`src/verilog/otic_map.vh`:
```
`ifndef OTIC_MAP_VH
`define OTIC_MAP_VH
// =====================================================================
// stream and tag widths
`define OTIC_STREAMS 32
`define OTIC_SEC_W 32
`define OTIC_CYC_W 27
// =====================================================================
// rate select codes: rate = 2 Mbps shifted left by code
`define OTIC_RATE_2M 3'h0
`define OTIC_RATE_32M 3'h4
`define OTIC_RATE_128M 3'h6
// cycles of the input clock in one second at the 2 Mbps code
`define OTIC_BASE_CYC_PER_SEC 32'h001e8480
// =====================================================================
// fifo shape
`define OTIC_FIFO_DEPTH 4
// =====================================================================
// reset values
`define OTIC_RST_SEC 32'h00000000
`define OTIC_RST_CYC 27'h0000000
`endif

```
`src/verilog/otic_capture.v`:
```
// What this block does
// sample 32 streams at 2 to 32 Mbps
// optional 64 and 128 Mbps rate codes
// source keeps all streams one rate
// capture all streams on shared clock
// tick-coincident bit tagged with that second
// alternate async tick selectable as substitute
// validity line carried through, uninterpreted
// aux text bursts bounded per second
// counter tags each bit per cycle
// load commanded second on chosen tick
// after load count cycles, ignore ticks
// one tag shared by all streams
// tag applied before forwarding streams
// command and monitor control port
// tick notify and timed replies
// forward only selected stream subset
// second mark pulse from counter
// report counter at next second mark
// synchronise alternate tick, detect rise
// seconds plus wrapping sub-second cycles
`timescale 1ns/1ps
`include "otic_map.vh"

// =====================================================================
// small flop fifo with valid/ready on both sides
module otic_fifo #(
  parameter WIDTH = 8,
  parameter DEPTH = 4,
  parameter AW = 2
) (
  input wire clk,
  input wire srst,
  input wire inValid,
  output wire inReady,
  input wire [WIDTH-1:0] inData,
  output wire outValid,
  input wire outReady,
  output wire [WIDTH-1:0] outData
);
  reg [WIDTH-1:0] mem_q [0:DEPTH-1];
  reg [AW-1:0] wrPtr_q;
  reg [AW-1:0] rdPtr_q;
  reg [AW:0] count_q;
  wire doWrite;
  wire doRead;
  integer i;

  // honest full and empty from the occupancy count
  assign inReady = (count_q != DEPTH[AW:0]);
  assign outValid = (count_q != {(AW+1){1'b0}});
  assign outData = mem_q[rdPtr_q];
  assign doWrite = inValid & inReady;
  assign doRead = outValid & outReady;

  // pointers wrap by index; depth must be a power of two
  always @(posedge clk)
  begin
    if (srst)
    begin
      wrPtr_q <= {AW{1'b0}};
      rdPtr_q <= {AW{1'b0}};
      count_q <= {(AW+1){1'b0}};
      for (i = 0; i < DEPTH; i = i + 1)
        mem_q[i] <= {WIDTH{1'b0}};
    end
    else
    begin
      if (doWrite)
      begin
        mem_q[wrPtr_q] <= inData;
        wrPtr_q <= wrPtr_q + 1'b1;
      end
      if (doRead)
        rdPtr_q <= rdPtr_q + 1'b1;
      if (doWrite & ~doRead)
        count_q <= count_q + 1'b1;
      else if (doRead & ~doWrite)
        count_q <= count_q - 1'b1;
    end
  end
endmodule

// =====================================================================
// input capture with observe-time counter
module otic_capture #(
  parameter NS = `OTIC_STREAMS,
  parameter SW = `OTIC_SEC_W,
  parameter CW = `OTIC_CYC_W,
  parameter [31:0] BASE_CYC_PER_SEC = `OTIC_BASE_CYC_PER_SEC,
  parameter EXT_RATES = 1,
  parameter FIFO_DEPTH = `OTIC_FIFO_DEPTH,
  parameter FIFO_AW = 2
) (
  input wire clk,
  input wire srst,
  input wire inputClock,
  input wire [NS-1:0] parallelBitStream,
  input wire secondTick,
  input wire alternateSecondTick,
  input wire inputValidity,
  input wire auxSerialText,
  input wire [2:0] rateSel,
  input wire [NS-1:0] streamSelect,
  input wire useAlternateTick,
  input wire setCmd,
  input wire [SW-1:0] setSecond,
  input wire reportCmd,
  input wire xmitEnable,
  input wire overflowClear,
  output reg tickNotify,
  output reg observeTimeSecondMark,
  output reg reportValid,
  output reg [SW-1:0] reportSecond,
  output reg timeSet,
  output reg setPending,
  output reg overflow,
  output reg auxSerialOut,
  output wire tagValid,
  input wire tagReady,
  output wire [SW-1:0] tagSecond,
  output wire [CW-1:0] tagCycle,
  output wire tagValidity,
  output wire [NS-1:0] tagStreams
);
  localparam FW = 1 + SW + CW + NS;

  // two-flop synchronisers for everything from the pins
  reg [2:0] clkSync_q;
  reg [NS-1:0] dataS1_q;
  reg [NS-1:0] dataS2_q;
  reg [1:0] tickSync_q;
  reg [1:0] validSync_q;
  reg [2:0] altSync_q;
  reg [1:0] auxSync_q;
  wire linkEdge;
  wire altEdge;

  // observe-time counter state
  reg [SW-1:0] sec_q;
  reg [CW-1:0] cyc_q;
  reg altPend_q;
  reg reportArm_q;
  reg [2:0] rateEff;
  reg [31:0] cycPerSec;
  reg [CW-1:0] lastCyc;
  reg [SW-1:0] tagSec;
  reg [CW-1:0] tagCyc;
  reg loadNow;
  reg primaryHit;

  // capture word toward the fifo
  reg [FW-1:0] word_q;
  reg wordValid_q;
  wire fifoInReady;
  wire [FW-1:0] fifoOut;

  // =====================================================================
  // pin synchronisers
  // shared clock sampling
  always @(posedge clk)
  begin
    if (srst)
    begin
      clkSync_q <= 3'h0;
      dataS1_q <= {NS{1'b0}};
      dataS2_q <= {NS{1'b0}};
      tickSync_q <= 2'h0;
      validSync_q <= 2'h0;
      altSync_q <= 3'h0;
      auxSync_q <= 2'h0;
    end
    else
    begin
      clkSync_q <= {clkSync_q[1:0], inputClock};
      dataS1_q <= parallelBitStream;
      dataS2_q <= dataS1_q;
      tickSync_q <= {tickSync_q[0], secondTick};
      validSync_q <= {validSync_q[0], inputValidity};
      altSync_q <= {altSync_q[1:0], alternateSecondTick};
      auxSync_q <= {auxSync_q[0], auxSerialText};
    end
  end

  // edges read only the second and third stages
  assign linkEdge = clkSync_q[1] & ~clkSync_q[2];
  // alternate tick rise
  assign altEdge = altSync_q[1] & ~altSync_q[2];

  // =====================================================================
  // rate and tag computation
  always @*
  begin
    // base rates; R2: extension codes
    rateEff = rateSel;
    if (rateSel > `OTIC_RATE_128M)
      rateEff = `OTIC_RATE_128M;
    if ((EXT_RATES == 0) && (rateSel > `OTIC_RATE_32M))
      rateEff = `OTIC_RATE_32M;
    // cycles in one second follow the rate
    cycPerSec = BASE_CYC_PER_SEC << rateEff;
    lastCyc = cycPerSec[CW-1:0] - 1'b1;
    // primary tick is seen with its own data bit
    primaryHit = tickSync_q[1] & ~useAlternateTick;
    loadNow = setPending & (primaryHit | (altPend_q & useAlternateTick));
    // the coincident bit carries the new second, cycle zero
    if (loadNow)
    begin
      tagSec = setSecond;
      tagCyc = `OTIC_RST_CYC;
    end
    else
    begin
      tagSec = sec_q;
      tagCyc = cyc_q;
    end
  end

  // =====================================================================
  // observe-time counter and command handling
  always @(posedge clk)
  begin
    if (srst)
    begin
      sec_q <= `OTIC_RST_SEC;
      cyc_q <= `OTIC_RST_CYC;
      timeSet <= 1'b0;
      setPending <= 1'b0;
      altPend_q <= 1'b0;
    end
    else
    begin
      // a set command arms the next chosen tick
      if (setCmd)
        setPending <= 1'b1;
      // remember an alternate edge until the next bit
      if (altEdge & setPending & useAlternateTick)
        altPend_q <= 1'b1;
      if (linkEdge)
      begin
        if (loadNow)
        begin
          // load the commanded second
          setPending <= setCmd;
          altPend_q <= 1'b0;
          timeSet <= 1'b1;
        end
        // free run on cycles, ticks ignored
        // wrap sub-second count into seconds
        if (tagCyc >= lastCyc)
        begin
          cyc_q <= `OTIC_RST_CYC;
          sec_q <= tagSec + 1'b1;
        end
        else
        begin
          cyc_q <= tagCyc + 1'b1;
          sec_q <= tagSec;
        end
      end
    end
  end

  // =====================================================================
  // monitor outputs
  always @(posedge clk)
  begin
    if (srst)
    begin
      tickNotify <= 1'b0;
      observeTimeSecondMark <= 1'b0;
      reportValid <= 1'b0;
      reportSecond <= `OTIC_RST_SEC;
      reportArm_q <= 1'b0;
      auxSerialOut <= 1'b0;
    end
    else
    begin
      // notify the controller of each selected tick
      tickNotify <= useAlternateTick ? altEdge : (linkEdge & tickSync_q[1]);
      // mark on cycle zero of a set counter
      observeTimeSecondMark <= linkEdge & (timeSet | loadNow)
        & (tagCyc == `OTIC_RST_CYC);
      // report at next mark; new request wins over completion
      reportValid <= 1'b0;
      if (reportArm_q & linkEdge & (timeSet | loadNow)
        & (tagCyc == `OTIC_RST_CYC))
      begin
        reportValid <= 1'b1;
        reportSecond <= tagSec;
        reportArm_q <= reportCmd;
      end
      else if (reportCmd)
        reportArm_q <= 1'b1;
      // aux text passed on untouched, no framing here
      auxSerialOut <= auxSync_q[1];
    end
  end

  // =====================================================================
  // tagged capture word into the fifo
  always @(posedge clk)
  begin
    if (srst)
    begin
      word_q <= {FW{1'b0}};
      wordValid_q <= 1'b0;
      overflow <= 1'b0;
    end
    else
    begin
      wordValid_q <= 1'b0;
      if (linkEdge & xmitEnable & (timeSet | loadNow))
      begin
        // tag per cycle
        // one tag for all streams
        // tag joined before forwarding
        // unselected streams forced low
        // validity rides along unchanged
        word_q <= {validSync_q[1], tagSec, tagCyc,
          dataS2_q & streamSelect};
        wordValid_q <= 1'b1;
      end
      // a stalled drain drops words; set beats clear
      if (wordValid_q & ~fifoInReady)
        overflow <= 1'b1;
      else if (overflowClear)
        overflow <= 1'b0;
    end
  end

  // =====================================================================
  // output buffer
  otic_fifo #(
    .WIDTH(FW),
    .DEPTH(FIFO_DEPTH),
    .AW(FIFO_AW)
  ) u_fifo (
    .clk(clk),
    .srst(srst),
    .inValid(wordValid_q),
    .inReady(fifoInReady),
    .inData(word_q),
    .outValid(tagValid),
    .outReady(tagReady),
    .outData(fifoOut)
  );

  assign tagValidity = fifoOut[FW-1];
  assign tagSecond = fifoOut[FW-2:CW+NS];
  assign tagCycle = fifoOut[CW+NS-1:NS];
  assign tagStreams = fifoOut[NS-1:0];
endmodule

```
`config.mk`:
```
export PLATFORM = sky130hd
export DESIGN_NAME = otic_capture
export DESIGN_NICKNAME = d
export VERILOG_FILES = /design/src/verilog/otic_capture.v
export VERILOG_INCLUDE_DIRS = /design/src /design/src/verilog
export SDC_FILE = /design/constraint.sdc
export NUM_CORES = 1
export LEC_CHECK = 0
export BUFFER_PORTS_ARGS = -buffer_cell sky130_fd_sc_hd__buf_2
export CAP_MARGIN = 30
export CORE_ASPECT_RATIO = 1.2
export CORE_MARGIN = 3
export CORE_UTILIZATION = 40
export CTS_BUF_LIST = sky130_fd_sc_hd__clkbuf_16
export DETAILED_ROUTE_END_ITERATION = 12
export GPL_TIMING_DRIVEN = 0
export PLACE_DENSITY = 0.54
export SKIP_CTS_REPAIR_TIMING = 1
export SYNTH_ARGS = -nofsm -noshare
export SYNTH_HDL_FRONTEND = slang
export SYNTH_SLANG_ARGS = --single-unit
```
`constraint.sdc`:
```
create_clock -name clk -period 23.4 [get_ports clk]
set_input_delay 3.51 -clock clk [delete_from_list [all_inputs] [get_ports clk]]
set_output_delay 3.51 -clock clk [all_outputs]
set_load 0.005 [all_outputs]
```
# ---- After elaboration in Yosys (flattened, before gate mapping)
# Memory sizes are Yosys's and may differ from the RTL's. A register that Yosys moved wholly into a read port is not among the register bits.
# Index checks and enable logic that the tools add are counted.
dict set report totals {
  mem_count 1
  latchBits 0
  output_inout_bits 132
  ramBits 368
  register_bits 276
  word_cells 102
  inputBits 112
  romBits 0
}
dict set report op_classes {
  reduce_logical 7
  div 0
  mul 0
  magnitude_cmp 2
  n_bitwise 29
  muxes 30
  add_sub_neg 7
  eq_ne 1
  shift 1
}
# name words word_bits read_ports rd_clocked_by_memory_dff write_ports line
set mem_list {}
lappend mem_list {u_fifo.mem_q 4 92 1 1 4 otic_capture.v:41} ;# reg [WIDTH-1:0] mem_q [0:DEPTH-1];
# operator count
set ops {}
lappend ops {{92-bit 2-to-1 mux} 1}
lappend ops {{92-bit OR reduction} 1}
lappend ops {{32-bit 2-to-1 mux} 2}
lappend ops {{27-bit 2-to-1 mux} 2}
lappend ops {{32-bit by 1-bit adder with 32-bit output, second input constant} 1}
lappend ops {{32-bit bitwise AND} 1}
lappend ops {{27-bit by 1-bit adder with 27-bit output, second input constant} 1}
lappend ops {{27-bit >= comparator} 1}
lappend ops {{27-bit zero test} 1}
lappend ops {{21-bit by 3-bit << shifter with 27-bit output, first input constant} 1}
lappend ops {{27-bit by 1-bit subtractor with 27-bit output, second input constant} 1}
lappend ops {{1-bit bitwise AND} 20}
lappend ops {{1-bit 2-to-1 mux} 19}
lappend ops {{3-bit 2-to-1 mux} 3}
lappend ops {{2-bit 2-to-1 mux} 3}
lappend ops {{1-bit inverter} 6}
lappend ops {{2-bit nonzero test} 3}
lappend ops {{2-bit by 1-bit adder with 2-bit output, second input constant} 2}
lappend ops {{3-bit by 1-bit adder with 3-bit output, second input constant} 1}
lappend ops {{3-bit > comparator, second input constant} 1}
lappend ops {{3-bit inequality test, second input constant} 1}
lappend ops {{3-bit nonzero test} 1}
lappend ops {{3-bit by 1-bit subtractor with 3-bit output, second input constant} 1}
lappend ops {{1-bit bitwise OR} 2}
lappend ops {{2-bit AND reduction} 1}

# ---- Longest topological paths before layout
dict set report logic_depth {
  depth_word 8
  ltp_mapped 17
  ltp_nobuf 12
}

# ---- By module
# From an unflattened synthesis, not the netlist that was laid out.
dict set report hier_totals {
  hier_cells 2318
  hier_area_um2 27805.4
}
# mod cells_each seq_area_each_um2 instances area_per_inst_um2
set modules_own_cells {}
lappend modules_own_cells {otic_fifo 939 11230.8 1 16170.5}
lappend modules_own_cells {otic_capture 1379 5385.2 1 11634.9}

# ---- Worst setup path before layout
# OpenSTA, ideal clock, no wires.
dict set report synth_path {
  kind {input -> register}
  from {in srst}
  to {mem u_fifo.mem_q[1][0] (netlist name), enable pin}
  path_slack_ns 15.431
  n_path_buf 1
  t_required_ns 22.016
  arrival_ns 6.585
  setup_time_ns 1.384
  cell_stages 3
  path_cell_list {clkbuf_1 -> inv_1 -> o21ai_0}
}
# item line
set synth_rtl {}
lappend synth_rtl {{from (decl)} otic_capture.v:96} ;# input wire srst,
lappend synth_rtl {{to (decl)} otic_capture.v:41}

# ---- Worst setup path in the final report
dict set report layout_path {
  from {in useAlternateTick}
  to {reg sec_q[8]}
}
dict set report layout_via {
  elab_chain_len 7
  elab_cells_between_ends 10
  classes_between {add/sub (1); order compare (1); mux (3); bitwise (5)}
}
# item line
set layout_lines {}
lappend layout_lines {{from (decl)} otic_capture.v:105} ;# input wire useAlternateTick,
lappend layout_lines {{1-bit inverter} otic_capture.v:204} ;# primaryHit = tickSync_q[1] & ~useAlternateTick;
lappend layout_lines {{1-bit bitwise AND} otic_capture.v:204}
lappend layout_lines {{1-bit bitwise OR *} otic_capture.v:205} ;# loadNow = setPending & (primaryHit | (altPend_q & useAlternateTick));
lappend layout_lines {{1-bit bitwise AND *} otic_capture.v:205}
lappend layout_lines {{27-bit 2-to-1 mux *} otic_capture.v:207} ;# if (loadNow)
lappend layout_lines {{net tagCyc[25]} otic_capture.v:148} ;# reg [CW-1:0] tagCyc;
lappend layout_lines {{27-bit >= comparator *} otic_capture.v:250} ;# if (tagCyc >= lastCyc)
lappend layout_lines {{32-bit 2-to-1 mux *} otic_capture.v:250}
lappend layout_lines {{to (signal assigned)} otic_capture.v:225} ;# sec_q <= `OTIC_RST_SEC;
lappend layout_lines {{to (signal assigned)} otic_capture.v:253} ;# sec_q <= tagSec + 1'b1;
lappend layout_lines {{to (signal assigned)} otic_capture.v:258} ;# sec_q <= tagSec;
lappend layout_lines {{to (decl)} otic_capture.v:140} ;# reg [SW-1:0] sec_q;
# Mark *: on every way through the listed nets, which the timed path passes. The rest lies on a longest branch.
# A chain may end at the register's enable or synchronous reset.

==> run_results.csv <==
group,metric,value,unit
route,via_per_inst,5.45,
synthesis,synthArstFlopShare,0,%
floorplan,chipHeight,294,µm
grt,overflow,0,
grt,grt_max_degree,51,
synthesis,syn_avg_cell_area,11.3,µm²
floorplan,core.rowCount,105,
power,p_leak,12.3,nW
floorplan,ios,244,
timing,rsz0062_at_grt,"false",
timing,setup_viol,0,
timing,period_share,36.5,%
grt,antenna_found_initial,1,
synthesis,netlist_instances,2445,
synthesis,synth_edf_count,368,
synthesis,ys_seq_area_share,59.9,%
route,firstDrtPassIters,6,
flow_run,cap_violations,0,
status,outcome,"complete, no violations",
critical_path,cp_max_fo,10,
clock_network,cts_tree,"yes",
critical_path,crit_path_cell_trace,"buf_2 > mux2i_1 > nor2_2 > buf_4 > buf_4 > buf_2 > clkbuf_1 > nor2_1 > ha_1 > nand4_1 > nor4_1 > a211oi_1 > o2111ai_1 > buf_2 > buf_2 > nand3_1 > o211ai_1 > o21ai_0",
timing,setup_tns,0,ps
floorplan,die-area,72500,µm²
power,clock_power_share,41.3,%
clock_network,cts_root_buf,"clkbuf_16",
grt,grt_pass1_wl,131000,µm
floorplan,fp.coreArea,68600,µm²
clock_network,clock_latency,610,ps
critical_path,cp-end-kind,"register",
layout,finalNetCount,2921,
route,wirelength,89400,µm
critical_path,crit_required,23850,ps
critical_path,cp_num_buf_inv,7,
power,finalPower,2.63,mW
route,dr.first_iter.drc_count,1784,
layout,areaGrowthSynthToFinish,18.3,%
clock_network,cts_buffer_depth,3,
timing,finalHoldViolCount,0,
critical_path,cp_common_cell,"buf_2",
placement,hpwlAfterDp,63500,µm
critical_path,cp_slowest_stage_delay,770,ps
critical_path,crit_type,"in -> reg",
clock_network,cts.htree.levels,3,
clock_network,clkTransAtPathRegs,60,ps
power,power_density,80.3,nW/µm²
critical_path,critPathLaunchType,"input pin",
placement,port_buffers,243,
synthesis,yosysUniqueCellTypes,77,
floorplan,start_util,40.4,%
route,num_vias,20416,
timing,final_max_slew_viol_count,0,
synthesis,yosysWarnings,0,
critical_path,cp_slowest_cell,"o2111ai_1",
power,p_sw,636,µW
critical_path,worstPathArrival,9000,ps
floorplan,die_w,246,µm
synthesis,synth_area,27700,µm²
route,drcViolationCount,0,
timing,max_freq,117,MHz
clock_network,cts_sinks,646,
grt,grt_pass1_vias,20408,
synthesis,syn_nets,2582,
synthesis,synth_top_flop_cell,"edfxtp_1",
route,ant_nets,0,
placement,globalplace.congestion,0.900,
grt,grt_util_all_layers,24.3,%
power,intPower,2.00,mW
power,vdd_drop_max,51.1,µV
timing,timing.slew.headroom,33.4,%
route,wire_per_inst,23.8,µm
layout,drive_gt1_share,18.5,%
synthesis,ys_ff_latch,646,
timing,period_needed,8540,ps
worst_hold_path,hold_class,"reg -> reg",
power,p_sw_share,24.2,%
timing,tightest_slew,999,ps
power,combPwrFrac,11.4,%
timing,clock_skew,24.0,ps
power,pwr-share-seq,47.3,%
critical_path,cp_top_family,"buffers and inverters",
clock_network,cts_buffers,70,
[metal layers]
layer	vias to the layer above	share of wire (%)	global-route usage [%]	wire (µm)
met5	-	0	0	0
met4	0	3.1	8.03	2770
met3	147	6.6	4.51	5900
met2	700	48	40.4	43000
met1	10150	42	32.2	37600
li1	9419	-	-	-
[cell usage after synthesis, types with 9 or more instances]
master | instances | area [µm²]
and2_1 | 114 | 713
buf_2 | 26 | 130
nor2_1 | 309 | 1160
a31oi_1 | 21 | 131
nand3_1 | 89 | 445
o21ai_0 | 64 | 320
a211oi_1 | 71 | 533
nand4_1 | 36 | 225
nor4_1 | 13 | 81.3
nor3_1 | 28 | 140
and3_1 | 21 | 131
mux4_2 | 92 | 2070
or3_1 | 9 | 56.3
nand3b_1 | 11 | 82.6
ha_1 | 24 | 300
clkbuf_1 | 116 | 435
edfxtp_1 | 368 | 11100
nand2_1 | 264 | 991
dfxtp_1 | 278 | 5570
nor2b_1 | 79 | 494
mux2i_1 | 30 | 300
a21oi_1 | 116 | 581
buf_1 | 15 | 56.3
inv_1 | 115 | 432
mux2_2 | 18 | 203
[cells in the final DEF (no fill, tap or decap), types with 72 or more instances in the layout]
master / netlist / final
nand3_1: 89 / 89
nand2_1: 264 / 263
dfxtp_1: 278 / 278
nor2_1: 309 / 309
inv_1: 115 / 134
clkbuf_16: 0 / 72
and2_1: 114 / 114
nor2b_1: 79 / 79
buf_2: 26 / 269
a21oi_1: 116 / 116
mux4_2: 92 / 92
edfxtp_1: 368 / 368
clkbuf_1: 116 / 116
[power by group through the flow]
stage / clock (mW) / sequential [mW] / combinational, mW
6_report: 1.09 / 1.24 / 0.300
3_5_place_dp: 0 / 1.27 / 0.298
4_1_cts: 1.11 / 1.24 / 0.299
5_1_grt: 1.15 / 1.25 / 0.324
3_3_place_gp: 0 / 1.28 / 0.288
2_1_floorplan: 0 / 1.27 / 0.166
[cell families (layout without fill, tap and decap cells)]
group                      after synthesis  after routing  share of synthesized area, %
and+or+nand+nor                       1004           1004                          17.3
muxes                                  144            144                          9.49
buffers and inverters                  276            670                          3.92
xor gates and xnor gates                11             11                         0.347
other                                    0              1                             0
DFF                                    646            646                          59.9
adders and majority gates               25             25                          1.16
AOI/OAI and AO/OA                      339            339                          7.90
[area by class of cell]
type,instances,area [µm²]
Clock buffer,72,1800
Sequential cell,646,16600
Antenna cell,1,2.50
Fill cell,6438,35800
Clock inverter,55,423
Tap cell,909,1140
Timing Repair Buffer,267,1670
Inverter,115,432
Multi-Input combinational cell,1523,10100
Buffer,161,656
[sequential cells by signal (all words and copies together), names as in the netlist, 2 cells and up, named ones only]
register        cells
altSync_q           3
auxSync_q           2
clkSync_q           3
cyc_q              27
dataS1_q           32
dataS2_q           32
reportSecond       32
sec_q              32
tickSync_q          2
u_fifo.count_q      3
u_fifo.mem_q      368
u_fifo.rdPtr_q      2
u_fifo.wrPtr_q      2
validSync_q         2
word_q             92
[worst reg2reg max path: cells and delay by family, from the launching register on]
kind,cells,cell delay [ps]
buffers and inverters,7,2550
and+or+nand+nor,5,1230
AOI/OAI and AO/OA,4,1200
DFF,1,580
adders and majority gates,1,380
[path summary, 6_finish.rpt]
check	start	endpoint	slack (ps)	cells after the start
worst max-delay path	useAlternateTick	sec_q[8]$_SDFFE_PP0P_	14860	18
worst min-delay path	auxSync_q[0]$_SDFF_PP0_	auxSync_q[1]$_SDFF_PP0_	430	1
worst max register to register	setPending$_SDFF_PP0_	sec_q[8]$_SDFFE_PP0P_	17320	17
worst min register to register	auxSync_q[0]$_SDFF_PP0_	auxSync_q[1]$_SDFF_PP0_	430	1
[per-stage QoR]
stage          setup slack, ps  hold WS, ps  cells  area, µm²  util (%)
3_5_place_dp             14370          424   3616      30500      44.5
2_1_floorplan            15430          414   2445      27700         -
4_1_cts                  14980          439   3743      32700      47.7
6_report                 14860          434   3749      32800      47.8
3_3_place_gp              8580          417   3597      30100      43.9
5_1_grt                  14650          452   3748      32800      47.8
Power figures use the tool's default switching activity.
